`src/logic/pbt_pkg.sv`:
```
/*
  constants for the peripheral access timing bridge: address map, bus
  selection, access sizes, clock-ratio defaults and cycle costs.
  assumes a single system clock; slower bus clocks are enable pulses.
*/
package pbt_pkg;
  // peripheral bus targets; bus 0 stands for the external bus control unit
  localparam logic [2:0] BUS_EXT  = 3'h0;
  localparam logic [2:0] BUS_P1   = 3'h1;
  localparam logic [2:0] BUS_P2   = 3'h2;
  localparam logic [2:0] BUS_P6   = 3'h6;
  // access sizes
  localparam logic [1:0] SZ_BYTE  = 2'h0;
  localparam logic [1:0] SZ_HALF  = 2'h1;
  localparam logic [1:0] SZ_WORD  = 2'h2;
  // interrupt unit register windows
  localparam logic [31:0] ADDR_INT_B_SEL_LO = 32'h000877BB;
  localparam logic [31:0] ADDR_INT_B_SEL_HI = 32'h000877CF;
  localparam logic [31:0] ADDR_GRP_REQ0     = 32'h00087830;
  localparam logic [31:0] ADDR_GRP_REQ1     = 32'h00087834;
  localparam logic [31:0] ADDR_GRP_EN0      = 32'h00087870;
  localparam logic [31:0] ADDR_GRP_EN1      = 32'h00087874;
  localparam logic [31:0] ADDR_INT_A_LO     = 32'h00087900;
  localparam logic [31:0] ADDR_INT_A_HI     = 32'h00087907;
  // bus-error registers of the external bus control unit, no sync added
  localparam logic [31:0] ADDR_BUS_ERR_LO   = 32'h00081300;
  localparam logic [31:0] ADDR_BUS_ERR_HI   = 32'h00081309;
  // main-bus cycles spent before the bridge, in core clocks
  localparam logic [3:0] MAIN_BUS_CYC      = 4'h2;
  // peripheral bus cycles once synchronised, in core clocks
  localparam logic [3:0] PERI_BUS_CYC      = 4'h0;
  // default divider ratios (core clocks per divided clock)
  localparam logic [3:0] DIV_A_DEF         = 4'h2;
  localparam logic [3:0] DIV_B_DEF         = 4'h4;
  localparam logic [3:0] DIV_EXT_DEF       = 4'h4;
endpackage

```
`src/logic/pbt_req_if.sv`:
```
/*
  request and answer carrier between the bridge front end and its sync
  stage. assumes both ends run on clk_sys.
*/
`timescale 1ns/1ps
interface pbt_req_if;
  logic       start;
  logic [2:0] bus;
  logic       need_sync;
  logic       done;
  modport front (output start, output bus, output need_sync, input done);
  modport sync  (input start, input bus, input need_sync, output done);
endinterface

```
`src/logic/pbt_bridge.sv`:
```
/*
  peripheral bus access timing bridge: takes one register access from the
  main bus, decodes the target bus, adds synchronisation cycles and
  answers with a ready pulse after the documented cost.
  assumes the master holds a request until ready and keeps only one open.
*/
`timescale 1ns/1ps
module pbt_bridge #(
  parameter logic [3:0] DIV_A   = pbt_pkg::DIV_A_DEF,
  parameter logic [3:0] DIV_B   = pbt_pkg::DIV_B_DEF,
  parameter logic [3:0] DIV_EXT = pbt_pkg::DIV_EXT_DEF
) (
  input  wire logic        clk_sys,
  input  wire logic        sys_rst,
  input  wire logic        acc_req,
  input  wire logic [31:0] acc_addr,
  input  wire logic [1:0]  acc_size,
  input  wire logic [2:0]  acc_bus,
  input  wire logic        contend,
  output logic             acc_ready,
  output logic             acc_size_err,
  output logic [7:0]       acc_cycles,
  output logic             acc_busy
);
  typedef enum logic [1:0] {
    PBT_IDLE = 2'b00,
    PBT_MAIN = 2'b01,
    PBT_PERI = 2'b11,
    PBT_DONE = 2'b10
  } pbt_state_t;

  pbt_state_t state_q;
  logic [3:0] div_a_q;
  logic [3:0] div_b_q;
  logic [3:0] div_ext_q;
  logic       en_a_q;
  logic       en_b_q;
  logic       en_ext_q;
  logic [3:0] main_q;
  logic [7:0] cyc_q;
  logic       ready_q;
  logic       err_q;
  logic [7:0] cyc_out_q;
  logic       start_q;
  logic [2:0] bus_q;
  logic       sync_q;
  pbt_req_if  req ();

  // true when address falls in an inclusive window
  function automatic logic in_win(input logic [31:0] a,
                                  input logic [31:0] lo,
                                  input logic [31:0] hi);
    in_win = (a >= lo) && (a <= hi);
  endfunction

  // one divider step; pulse when the count wraps
  function automatic logic [3:0] div_next(input logic [3:0] c,
                                          input logic [3:0] n);
    div_next = (c >= n - 4'h1) ? 4'h0 : c + 4'h1;
  endfunction

  // only the four group registers; the gaps between them are plain space
  function automatic logic is_grp(input logic [31:0] a);
    is_grp = (a == pbt_pkg::ADDR_GRP_REQ0) || (a == pbt_pkg::ADDR_GRP_REQ1)
          || (a == pbt_pkg::ADDR_GRP_EN0) || (a == pbt_pkg::ADDR_GRP_EN1);
  endfunction

  // the interrupt unit registers accept only their documented size
  function automatic logic size_bad(input logic [31:0] a,
                                    input logic [1:0] s);
    size_bad = 1'b0;
    if (in_win(a, pbt_pkg::ADDR_INT_B_SEL_LO, pbt_pkg::ADDR_INT_B_SEL_HI))
      size_bad = (s != pbt_pkg::SZ_BYTE);
    else if (is_grp(a))
      size_bad = (s != pbt_pkg::SZ_WORD);
    else if (in_win(a, pbt_pkg::ADDR_INT_A_LO, pbt_pkg::ADDR_INT_A_HI))
      size_bad = (s != pbt_pkg::SZ_BYTE);
  endfunction

  // bus of the interrupt unit windows overrides the requested bus
  function automatic logic [2:0] bus_of(input logic [31:0] a,
                                        input logic [2:0] b);
    bus_of = b;
    if (in_win(a, pbt_pkg::ADDR_INT_B_SEL_LO, pbt_pkg::ADDR_INT_B_SEL_HI))
      bus_of = pbt_pkg::BUS_P2;
    else if (is_grp(a)
          || in_win(a, pbt_pkg::ADDR_INT_A_LO, pbt_pkg::ADDR_INT_A_HI))
      bus_of = pbt_pkg::BUS_P1;
  endfunction

  // divided clock enables; a ratio of one pulses every core cycle
  always_ff @(posedge clk_sys or posedge sys_rst)
  begin
    if (sys_rst)
    begin
      div_a_q   <= 4'h0;
      div_b_q   <= 4'h0;
      div_ext_q <= 4'h0;
      en_a_q    <= 1'b0;
      en_b_q    <= 1'b0;
      en_ext_q  <= 1'b0;
    end
    else
    begin
      div_a_q   <= div_next(div_a_q, DIV_A);
      div_b_q   <= div_next(div_b_q, DIV_B);
      div_ext_q <= div_next(div_ext_q, DIV_EXT);
      en_a_q    <= (div_next(div_a_q, DIV_A) == 4'h0);
      en_b_q    <= (div_next(div_b_q, DIV_B) == 4'h0);
      en_ext_q  <= (div_next(div_ext_q, DIV_EXT) == 4'h0);
    end
  end

  // access sequencer: main bus, then sync and peripheral stage
  always_ff @(posedge clk_sys or posedge sys_rst)
  begin
    if (sys_rst)
    begin
      state_q <= PBT_IDLE;
      main_q  <= 4'h0;
      start_q <= 1'b0;
      bus_q   <= 3'h0;
      sync_q  <= 1'b0;
      err_q   <= 1'b0;
    end
    else
    begin
      start_q <= 1'b0;
      case (state_q)
        PBT_IDLE:
        begin
          // contention stalls the start, so the fixed cost is not claimed
          if (acc_req && !contend)
          begin
            state_q <= PBT_MAIN;
            main_q  <= pbt_pkg::MAIN_BUS_CYC - 4'h1;
            bus_q   <= bus_of(acc_addr, acc_bus);
            err_q   <= size_bad(acc_addr, acc_size);
            sync_q  <= (bus_of(acc_addr, acc_bus) >= pbt_pkg::BUS_P2
                        && bus_of(acc_addr, acc_bus) <= pbt_pkg::BUS_P6)
                    || (bus_of(acc_addr, acc_bus) == pbt_pkg::BUS_EXT
                        && !in_win(acc_addr, pbt_pkg::ADDR_BUS_ERR_LO,
                                   pbt_pkg::ADDR_BUS_ERR_HI));
          end
        end
        PBT_MAIN:
        begin
          // the sync stage is started only once the main bus cycles have run out
          if (main_q == 4'h0)
          begin
            state_q <= PBT_PERI;
            start_q <= 1'b1;
          end
          else
            main_q <= main_q - 4'h1;
        end
        PBT_PERI:
        begin
          if (req.done)
            state_q <= PBT_DONE;
        end
        PBT_DONE:
          state_q <= PBT_IDLE;
        default:
          state_q <= PBT_IDLE;
      endcase
    end
  end

  // running cost counter for the access in flight
  always_ff @(posedge clk_sys or posedge sys_rst)
  begin
    if (sys_rst)
      cyc_q <= 8'h00;
    else if (state_q == PBT_IDLE)
      cyc_q <= 8'h00;
    else if (state_q != PBT_DONE)
      cyc_q <= cyc_q + 8'h01;
  end

  // answer outputs, all registered
  always_ff @(posedge clk_sys or posedge sys_rst)
  begin
    if (sys_rst)
    begin
      ready_q   <= 1'b0;
      cyc_out_q <= 8'h00;
    end
    else
    begin
      ready_q <= (state_q == PBT_PERI) && req.done;
      if ((state_q == PBT_PERI) && req.done)
        cyc_out_q <= cyc_q + 8'h01;
    end
  end

  assign req.start     = start_q;
  assign req.bus       = bus_q;
  assign req.need_sync = sync_q;

  pbt_sync u_sync (
    .clk_sys (clk_sys),
    .sys_rst (sys_rst),
    .en_a    (en_a_q),
    .en_b    (en_b_q),
    .en_ext  (en_ext_q),
    .req     (req.sync)
  );

  assign acc_ready    = ready_q;
  assign acc_size_err = err_q;
  assign acc_cycles   = cyc_out_q;
  always_ff @(posedge clk_sys or posedge sys_rst)
  begin
    if (sys_rst)
      acc_busy <= 1'b0;
    else
      acc_busy <= (state_q == PBT_MAIN) || (state_q == PBT_PERI && !req.done);
  end
endmodule

```
`src/logic/pbt_sync.sv`:
```
/*
  divided clock synchronisation stage: waits for the next divided clock
  edge of the addressed bus, then counts the peripheral bus cycles.
  assumes enable pulses are one clk_sys wide and start is a pulse.
*/
`timescale 1ns/1ps
module pbt_sync (
  input  wire logic  clk_sys,
  input  wire logic  sys_rst,
  input  wire logic  en_a,
  input  wire logic  en_b,
  input  wire logic  en_ext,
  pbt_req_if.sync    req
);
  logic       busy_q;
  logic       wait_q;
  logic [2:0] bus_q;
  logic [3:0] cnt_q;
  logic       done_q;
  logic       edge_hit;

  // bus 1 runs on clock a, external unit on its own clock, others on b
  always_comb
  begin
    edge_hit = en_b;
    if (bus_q == pbt_pkg::BUS_P1)
      edge_hit = en_a;
    else if (bus_q == pbt_pkg::BUS_EXT)
      edge_hit = en_ext;
  end

  // wait length depends on where in the slow period the access began
  always_ff @(posedge clk_sys or posedge sys_rst)
  begin
    if (sys_rst)
    begin
      busy_q <= 1'b0;
      wait_q <= 1'b0;
      bus_q  <= 3'h0;
      cnt_q  <= 4'h0;
      done_q <= 1'b0;
    end
    else
    begin
      done_q <= 1'b0;
      if (!busy_q && req.start)
      begin
        busy_q <= 1'b1;
        wait_q <= req.need_sync;
        bus_q  <= req.bus;
        cnt_q  <= pbt_pkg::PERI_BUS_CYC;
      end
      else if (busy_q && wait_q)
      begin
        if (edge_hit)
          wait_q <= 1'b0;
      end
      else if (busy_q)
      begin
        if (cnt_q == 4'h0)
        begin
          busy_q <= 1'b0;
          done_q <= 1'b1;
        end
        else
          cnt_q <= cnt_q - 4'h1;
      end
    end
  end

  assign req.done = done_q;
endmodule

```
`config.mk`:
```
export PLATFORM = sky130hd
export DESIGN_NAME = pbt_bridge
export DESIGN_NICKNAME = d
export VERILOG_FILES = /design/src/logic/pbt_pkg.sv /design/src/logic/pbt_req_if.sv /design/src/logic/pbt_bridge.sv /design/src/logic/pbt_sync.sv
export SDC_FILE = /design/constraint.sdc
export NUM_CORES = 1
export LEC_CHECK = 0
export BUFFER_PORTS_ARGS = -buffer_cell sky130_fd_sc_hd__buf_2
export CORE_MARGIN = 5
export CORE_UTILIZATION = 47
export DETAILED_ROUTE_END_ITERATION = 12
export PLACE_DENSITY = 0.7
export SYNTH_ARGS = -nofsm -noshare
export SYNTH_HDL_FRONTEND = slang
export SYNTH_HIERARCHICAL = 1
export SYNTH_SLANG_ARGS = --single-unit
```
`constraint.sdc`:
```
create_clock -name clk_sys -period 1.7 [get_ports clk_sys]
set_input_delay 0.17 -clock clk_sys [delete_from_list [all_inputs] [get_ports clk_sys]]
set_output_delay 0.17 -clock clk_sys [all_outputs]
set_load 0.05 [all_outputs]
```
[After elaboration in Yosys (flattened, before gate mapping)]
Index checks and enable logic that the tools add are counted.
Operators by class
  $add $sub $neg: 6
  $lt $le $gt $ge: 11
  eq/ne operators: 16
  mux-type cells: 38
  reduce and logical (&&, ||, !) cells: 39
Operators by type and width (number)
  $eq A32 B20 Y1 const B: 4
  $ge A32 B20 Y1 const B: 3
  $le A32 B20 Y1 const B: 3
  $mux W4: 9
  $logic_not A4 Y1: 5
  $mux W1: 18
  $mux W8: 2
  $add A4 B1 Y4 const B: 3
  $mux W3: 4
  $reduce_bool A2 Y1: 6
  $logic_and A1 B1 Y1: 10
  $ne A2 B2 Y1 const B: 5
  $reduce_and A3 Y1: 3
  $add A8 B1 Y8 const B: 1
  $ge A4 B2 Y1 const B: 2
  $pmux W2 S4: 1
  $pmux W4 S2: 1
  $sub A4 B1 Y4 const B: 2
  $logic_not A3 Y1: 2
  $logic_or A1 B1 Y1: 6
  $mux W2: 3
  $ne A2 B1 Y1 const B: 3
  $eq A2 B2 Y1 const B: 2
  $ge A4 B1 Y1 const B: 1
  7 further kinds: 11
Word-level totals
  bits in registers: 55
  output and inout port bits: 11
  word-level logic and storage cells: 131

[Longest topological paths before layout]
  word-level depth: 12
  gate-level depth with buffers: 7
  depth with buffers taken out: 7

[By module]
The synthesis kept the hierarchy.
By module, submodules not included
  pbt_bridge: times used 1, cells an instance 205, area an instance 2080.7 µm², seq. area each 1126.1 µm²
  pbt_sync: times used 1, cells an instance 49, area an instance 540.5 µm², seq. area each 250.2 µm²

[Worst setup path after synthesis]
OpenSTA, ideal clock, no wires.
  path kind: input -> register
  from: input acc_addr[24]
  to: register sync_q, in the netlist req.need_sync
  setup time: 0.130 ns
  data arrival time: 1.786 ns
  data required time: 1.570 ns
  slack: -0.216 ns
  cell stages on the path: 6
  path buffers: 0
  cells stage by stage: or4_4 > or4b_1 > a2111o_1 > nor2b_4 > nand2_1 > a31oi_1
On the way
  word-level cells in the longest chain between the ends: 12
RTL lines
  start: declaration: line pbt_bridge.sv:16  | input wire logic [31:0] acc_addr,
  branches (longest 11 deep; another with $ge A32 B20 Y1)
  $logic_or A1 B1 Y1 (*): line pbt_bridge.sv:141  | || (bus_of(acc_addr, acc_bus) == pbt_pkg::BUS_EXT
  end signal: assignment: line pbt_bridge.sv:139  | sync_q <= (bus_of(acc_addr, acc_bus) >= pbt_pkg::BUS_P2
  end: declaration: line pbt_bridge.sv:46  | logic sync_q;
Mark *: on every way between the ends. The select of a mux whose other input is x is not followed.
A chain may end at the register's enable or synchronous reset.

==> parameters.txt <==
Parameter                              Value

Critical path
  FF-to-FF path depth ... 5
  Data required time of the critical path ... 1.91 ns
  Kind of capture point of the worst setup path ... flop
  Delay-heaviest family, CP ... simple AND/OR/NAND/NOR gates
  Cells traversed along the worst timing path ... buf_6 -> or4_4 -> or4b_1 -> a2111o_1 -> nor2b_4 -> o31ai_2
  Reg2Reg Capture Point ... u_sync/cnt_q[1]
  WP buf/inv ... 1
  RR Startpoint ... u_sync/cnt_q[0]
  WP data arrival ... 1.93 ns
  Critical-path top delay cell ... sky130_fd_sc_hd__or4_4
  Worst-path maximum fanout ... 4
  Delay of the slowest cell on the worst path ... 0.52 ns
  Sort of element at the start of the critical path ... primary input
  Start-to-end type of the worst setup path ... in2reg
  Reg2Reg Setup Slack ... 0.17 ns

Power
  Switching part of the total power ... 36.1%
  Clock Power Share ... 20.6%
  Net Sw Power ... 1.73 mW
  Comb pwr share ... 35.7%
  Static leakage ... 1.49 nW
  Internal portion of total power ... 3.06 mW
  Pwr dens ... 1490 mW/mm²
  Flop pwr share ... 43.7%
  Peak VDD IR ... 0.604 mV

Hold path
  Type of the tightest min-delay check ... in2reg
  Hold path start ... acc_bus[1]
  Hold Crit Endpoint ... bus_q[1]
  WHS Path Cells ... 3

GRT
  Most used routing layer ... met2
  Combined global-route utilization of all metal layers ... 14.8%
  Wire length of the first global-routing pass ... 8.84 mm
  Pin count of the biggest net entering global routing ... 46
  Number of antenna violations at the first check in global routing ... 0
  Met1 GRT Util ... 19.5%
  Met2 demand-to-capacity share in global routing ... 24.0%
  Leftover overflow at the end of global routing ... 0
  Grt met3 use ... 4.12%
  Number of global-route vias before repair ... 2021

Clock tree
  Number of setup buffers added after CTS ... 0
  Clock-pin slew of the registers on the worst-case setup and hold paths ... 0.08 ns
  Total number of H-tree levels ... 2
  Worst skew pair latency ... 0.30 ns
  Clock root buffer ... sky130_fd_sc_hd__clkbuf_8
  CTS Buffer Depth ... 2
  Clk sinks ... 55
  Total CTS buffers ... 5
  Clock tree from TritonCTS ... done

Drt
  Iter 0 DRT Violations ... 82
  Post-detailed-route wirelength per cell ... 12.1 µm
  Count of unresolved DRC violations after routing ... 0
  Vias after detailed routing ... 2040
  Avg Vias per Cell ... 5.13
  Router iterations before antenna repair ... 4
  Post-route ant nets ... 0
  Routed Wire Length ... 4.83 mm

Yosys
  Area leader, netlist ... sky130_fd_sc_hd__dfrtp_1
  Number of synthesized register bits ... 55
  Instance count of the mapped netlist ... 254
  Seq/Total Area, Yosys ... 52.5%
  Synth top area share ... 52.5%
  Top cells by area, synth ... sky130_fd_sc_hd__dfrtp_1 53%, sky130_fd_sc_hd__ha_1 4.8%, sky130_fd_sc_hd__nand2_1 4.2%, sky130_fd_sc_hd__o21ai_0 3.6%, sky130_fd_sc_hd__nor2_1 2.7%
  Synth cell types ... 53
  Netlist area before placement ... 0.00262 mm²
  Most used standard cell by instance count after synthesis ... sky130_fd_sc_hd__dfrtp_1
  Number of enable flip-flop cells after synthesis ... 0
  Mean instance size in the synthesized netlist ... 10.3 µm²
  Top FF cell, synth ... sky130_fd_sc_hd__dfrtp_1
  Ys Warns ... 6
  Most frequent cells after synthesis ... 55 x sky130_fd_sc_hd__dfrtp_1, 29 x sky130_fd_sc_hd__nand2_1, 19 x sky130_fd_sc_hd__nor2_1, 19 x sky130_fd_sc_hd__o21ai_0, 13 x sky130_fd_sc_hd__inv_1
  Fraction of synthesis flops using an asynchronous set or reset pin ... 100%

Floorplan
  Initial cell density of the core ... 47.9%
  Die outline height ... 84.7 µm
  Number of top-level pins ... 52
  DIE AREA ... 0.00717 mm²
  Core ar. ... 0.00547 mm²
  Std-Cell Rows ... 27
  Chip Width ... 84.7 µm

STA
  Final Max Slew Viols ... 0
  Min Tclk post-route ... 1.72 ns
  Highest clock rate ... 581 MHz
  Number of endpoints failing setup at the final stage ... 2
  Setup TNS ... -0.0228 ns
  Final worst-path setup slack ... -0.0207 ns
  Worst slew margin relative to its limit ... 63.7%
  Measured slew at the worst slew-check pin ... 0.544 ns
  Share of the clock period used by the worst path ... 101%
  Worst Hold Margin ... 0.128 ns
  Hold violation total from the final report ... 0
  Worst Skew ... 0.00830 ns
  RSZ-0062 raised after global routing ... yes

Final layout
  Antenna fix cells ... 0
  Filler cell count ... 485
  Number of nets in the finished design ... 376
  Share of cells above drive strength 1 ... 26.1%
  Synth-to-Final Area Change ... 22.5%
  Summed area of non-filler cells in the final layout ... 0.00321 mm²

Status
  Status ... complete, but fails checks
  Violations in the final reports ... setup timing

Place
  HPWL after detailed placement ... 3.79 mm
  Gp weighted congestion ... 0.812
  Number of I/O port buffers ... 51
  Total placed instance area ... 0.00306 mm²

Run
  Number of max-cap violations ... 0
==> repair_timing <==
action,CTS,global route
endpoints found under the hold margin,10,0
hold buffers,1,0
endpoints found under the setup margin,2,2
pin swaps,2,0
gates resized for setup,1,0
==> registers in the layout (all words and copies together) (netlist names), 2 cells and up <==
register and cells:
cyc_q 8, bus_q 3, div_b_q 4, main_q 4, div_ext_q 4, acc_cycles 8
state_q 2, u_sync/bus_q 3, div_a_q 4, u_sync/cnt_q 4
==> metrics by stage <==
step / worst slack [ns] / power [mW] / utilization (%) / instances
finish: -0.0207 / 4.80 / 58.7 / 398
global route: -0.0688 / 5.18 / 58.7 / 398
CTS: -0.0182 / 4.85 / 58.7 / 398
detailed placement: -0.350 / 3.86 / 56.0 / 389
global placement: -0.306 / 3.78 / 56.0 / 389
floorplan: -0.157 / 3.37 / - / 258
==> how the worst max path moves through the flow <==
| stage | cells past startpoint | start | endpoint |
|---|---|---|---|
| after floorplan | 6 | acc_addr[24] | req.need_sync |
| after global placement | 7 | acc_addr[24] | req.need_sync |
| after detailed placement | 6 | acc_addr[24] | bus_q[0] |
| after CTS | 6 | acc_addr[24] | bus_q[0] |
| after global routing | 6 | acc_addr[24] | bus_q[0] |
| final | 6 | acc_addr[24] | bus_q[0] |
==> layer usage <==
metal	vias to the layer above	share of wire, %
li1	1040	-
met1	950	47
met3	7	4.9
met5	-	0
met2	43	47
met4	0	1.2
==> logic make-up after synthesis <==
family | Yosys count | synth area share, %
simple gates | 106 | 22.8
flops | 55 | 52.5
compound gates | 47 | 11.2
buf+inv | 19 | 2.77
fa+ha+maj | 10 | 4.77
xor+xnor | 9 | 3.01
mux | 7 | 2.86
other cells | 1 | 0.143
==> layout by cell type, fill, tap and decap left out, types with 2 or more instances in the layout <==
master                      count
sky130_fd_sc_hd__a21oi_1        9
sky130_fd_sc_hd__a31oi_1        2
sky130_fd_sc_hd__and2_1         3
sky130_fd_sc_hd__and3_1         2
sky130_fd_sc_hd__buf_2         50
sky130_fd_sc_hd__buf_4         14
sky130_fd_sc_hd__bufinv_16      2
sky130_fd_sc_hd__clkbuf_8       5
sky130_fd_sc_hd__conb_1         5
sky130_fd_sc_hd__dfrtp_1       55
sky130_fd_sc_hd__ha_1          10
sky130_fd_sc_hd__inv_1         12
sky130_fd_sc_hd__mux2_2         4
sky130_fd_sc_hd__mux2i_1        3
sky130_fd_sc_hd__nand2_1       29
sky130_fd_sc_hd__nand3_1       11
sky130_fd_sc_hd__nand3b_1       2
sky130_fd_sc_hd__nand4_1        2
sky130_fd_sc_hd__nand4b_1       2
sky130_fd_sc_hd__nor2_1        19
sky130_fd_sc_hd__nor3_1         6
sky130_fd_sc_hd__nor3b_1        3
sky130_fd_sc_hd__nor4_1         6
sky130_fd_sc_hd__nor4b_1        6
sky130_fd_sc_hd__o211ai_1       2
sky130_fd_sc_hd__o21ai_0       19
sky130_fd_sc_hd__o21ai_1        2
sky130_fd_sc_hd__o31ai_1        2
sky130_fd_sc_hd__or3_1          3
sky130_fd_sc_hd__xnor2_1        4
sky130_fd_sc_hd__xor2_1         5
==> power groups by stage <==
stage / Clock [mW] / Combinational, mW / Sequential (mW)
floorplan: 0 / 1.07 / 2.30
global placement: 0 / 1.68 / 2.10
detailed placement: 0 / 1.74 / 2.11
CTS: 1.01 / 1.74 / 2.10
global route: 1.07 / 1.94 / 2.17
finish: 0.986 / 1.71 / 2.10
==> final cells by class <==
type	instances	area, µm²	share of cell area [%]
Inverter	13	48.8	1.52
Clock inverter	2	60.1	1.87
Clock buffer	6	72.6	2.26
Sequential cell	55	1380	42.9
Tap cell	72	90.1	2.80
Multi-Input combinational cell	184	1190	37.0
Timing Repair Buffer	66	377	11.7
==> tightest hold or removal path, cell delays in order <==
cell	delay (ns)
sky130_fd_sc_hd__buf_2	0.11
sky130_fd_sc_hd__nand2_1	0.05
sky130_fd_sc_hd__a21oi_1	0.05
(Power assumes the default switching activity.)
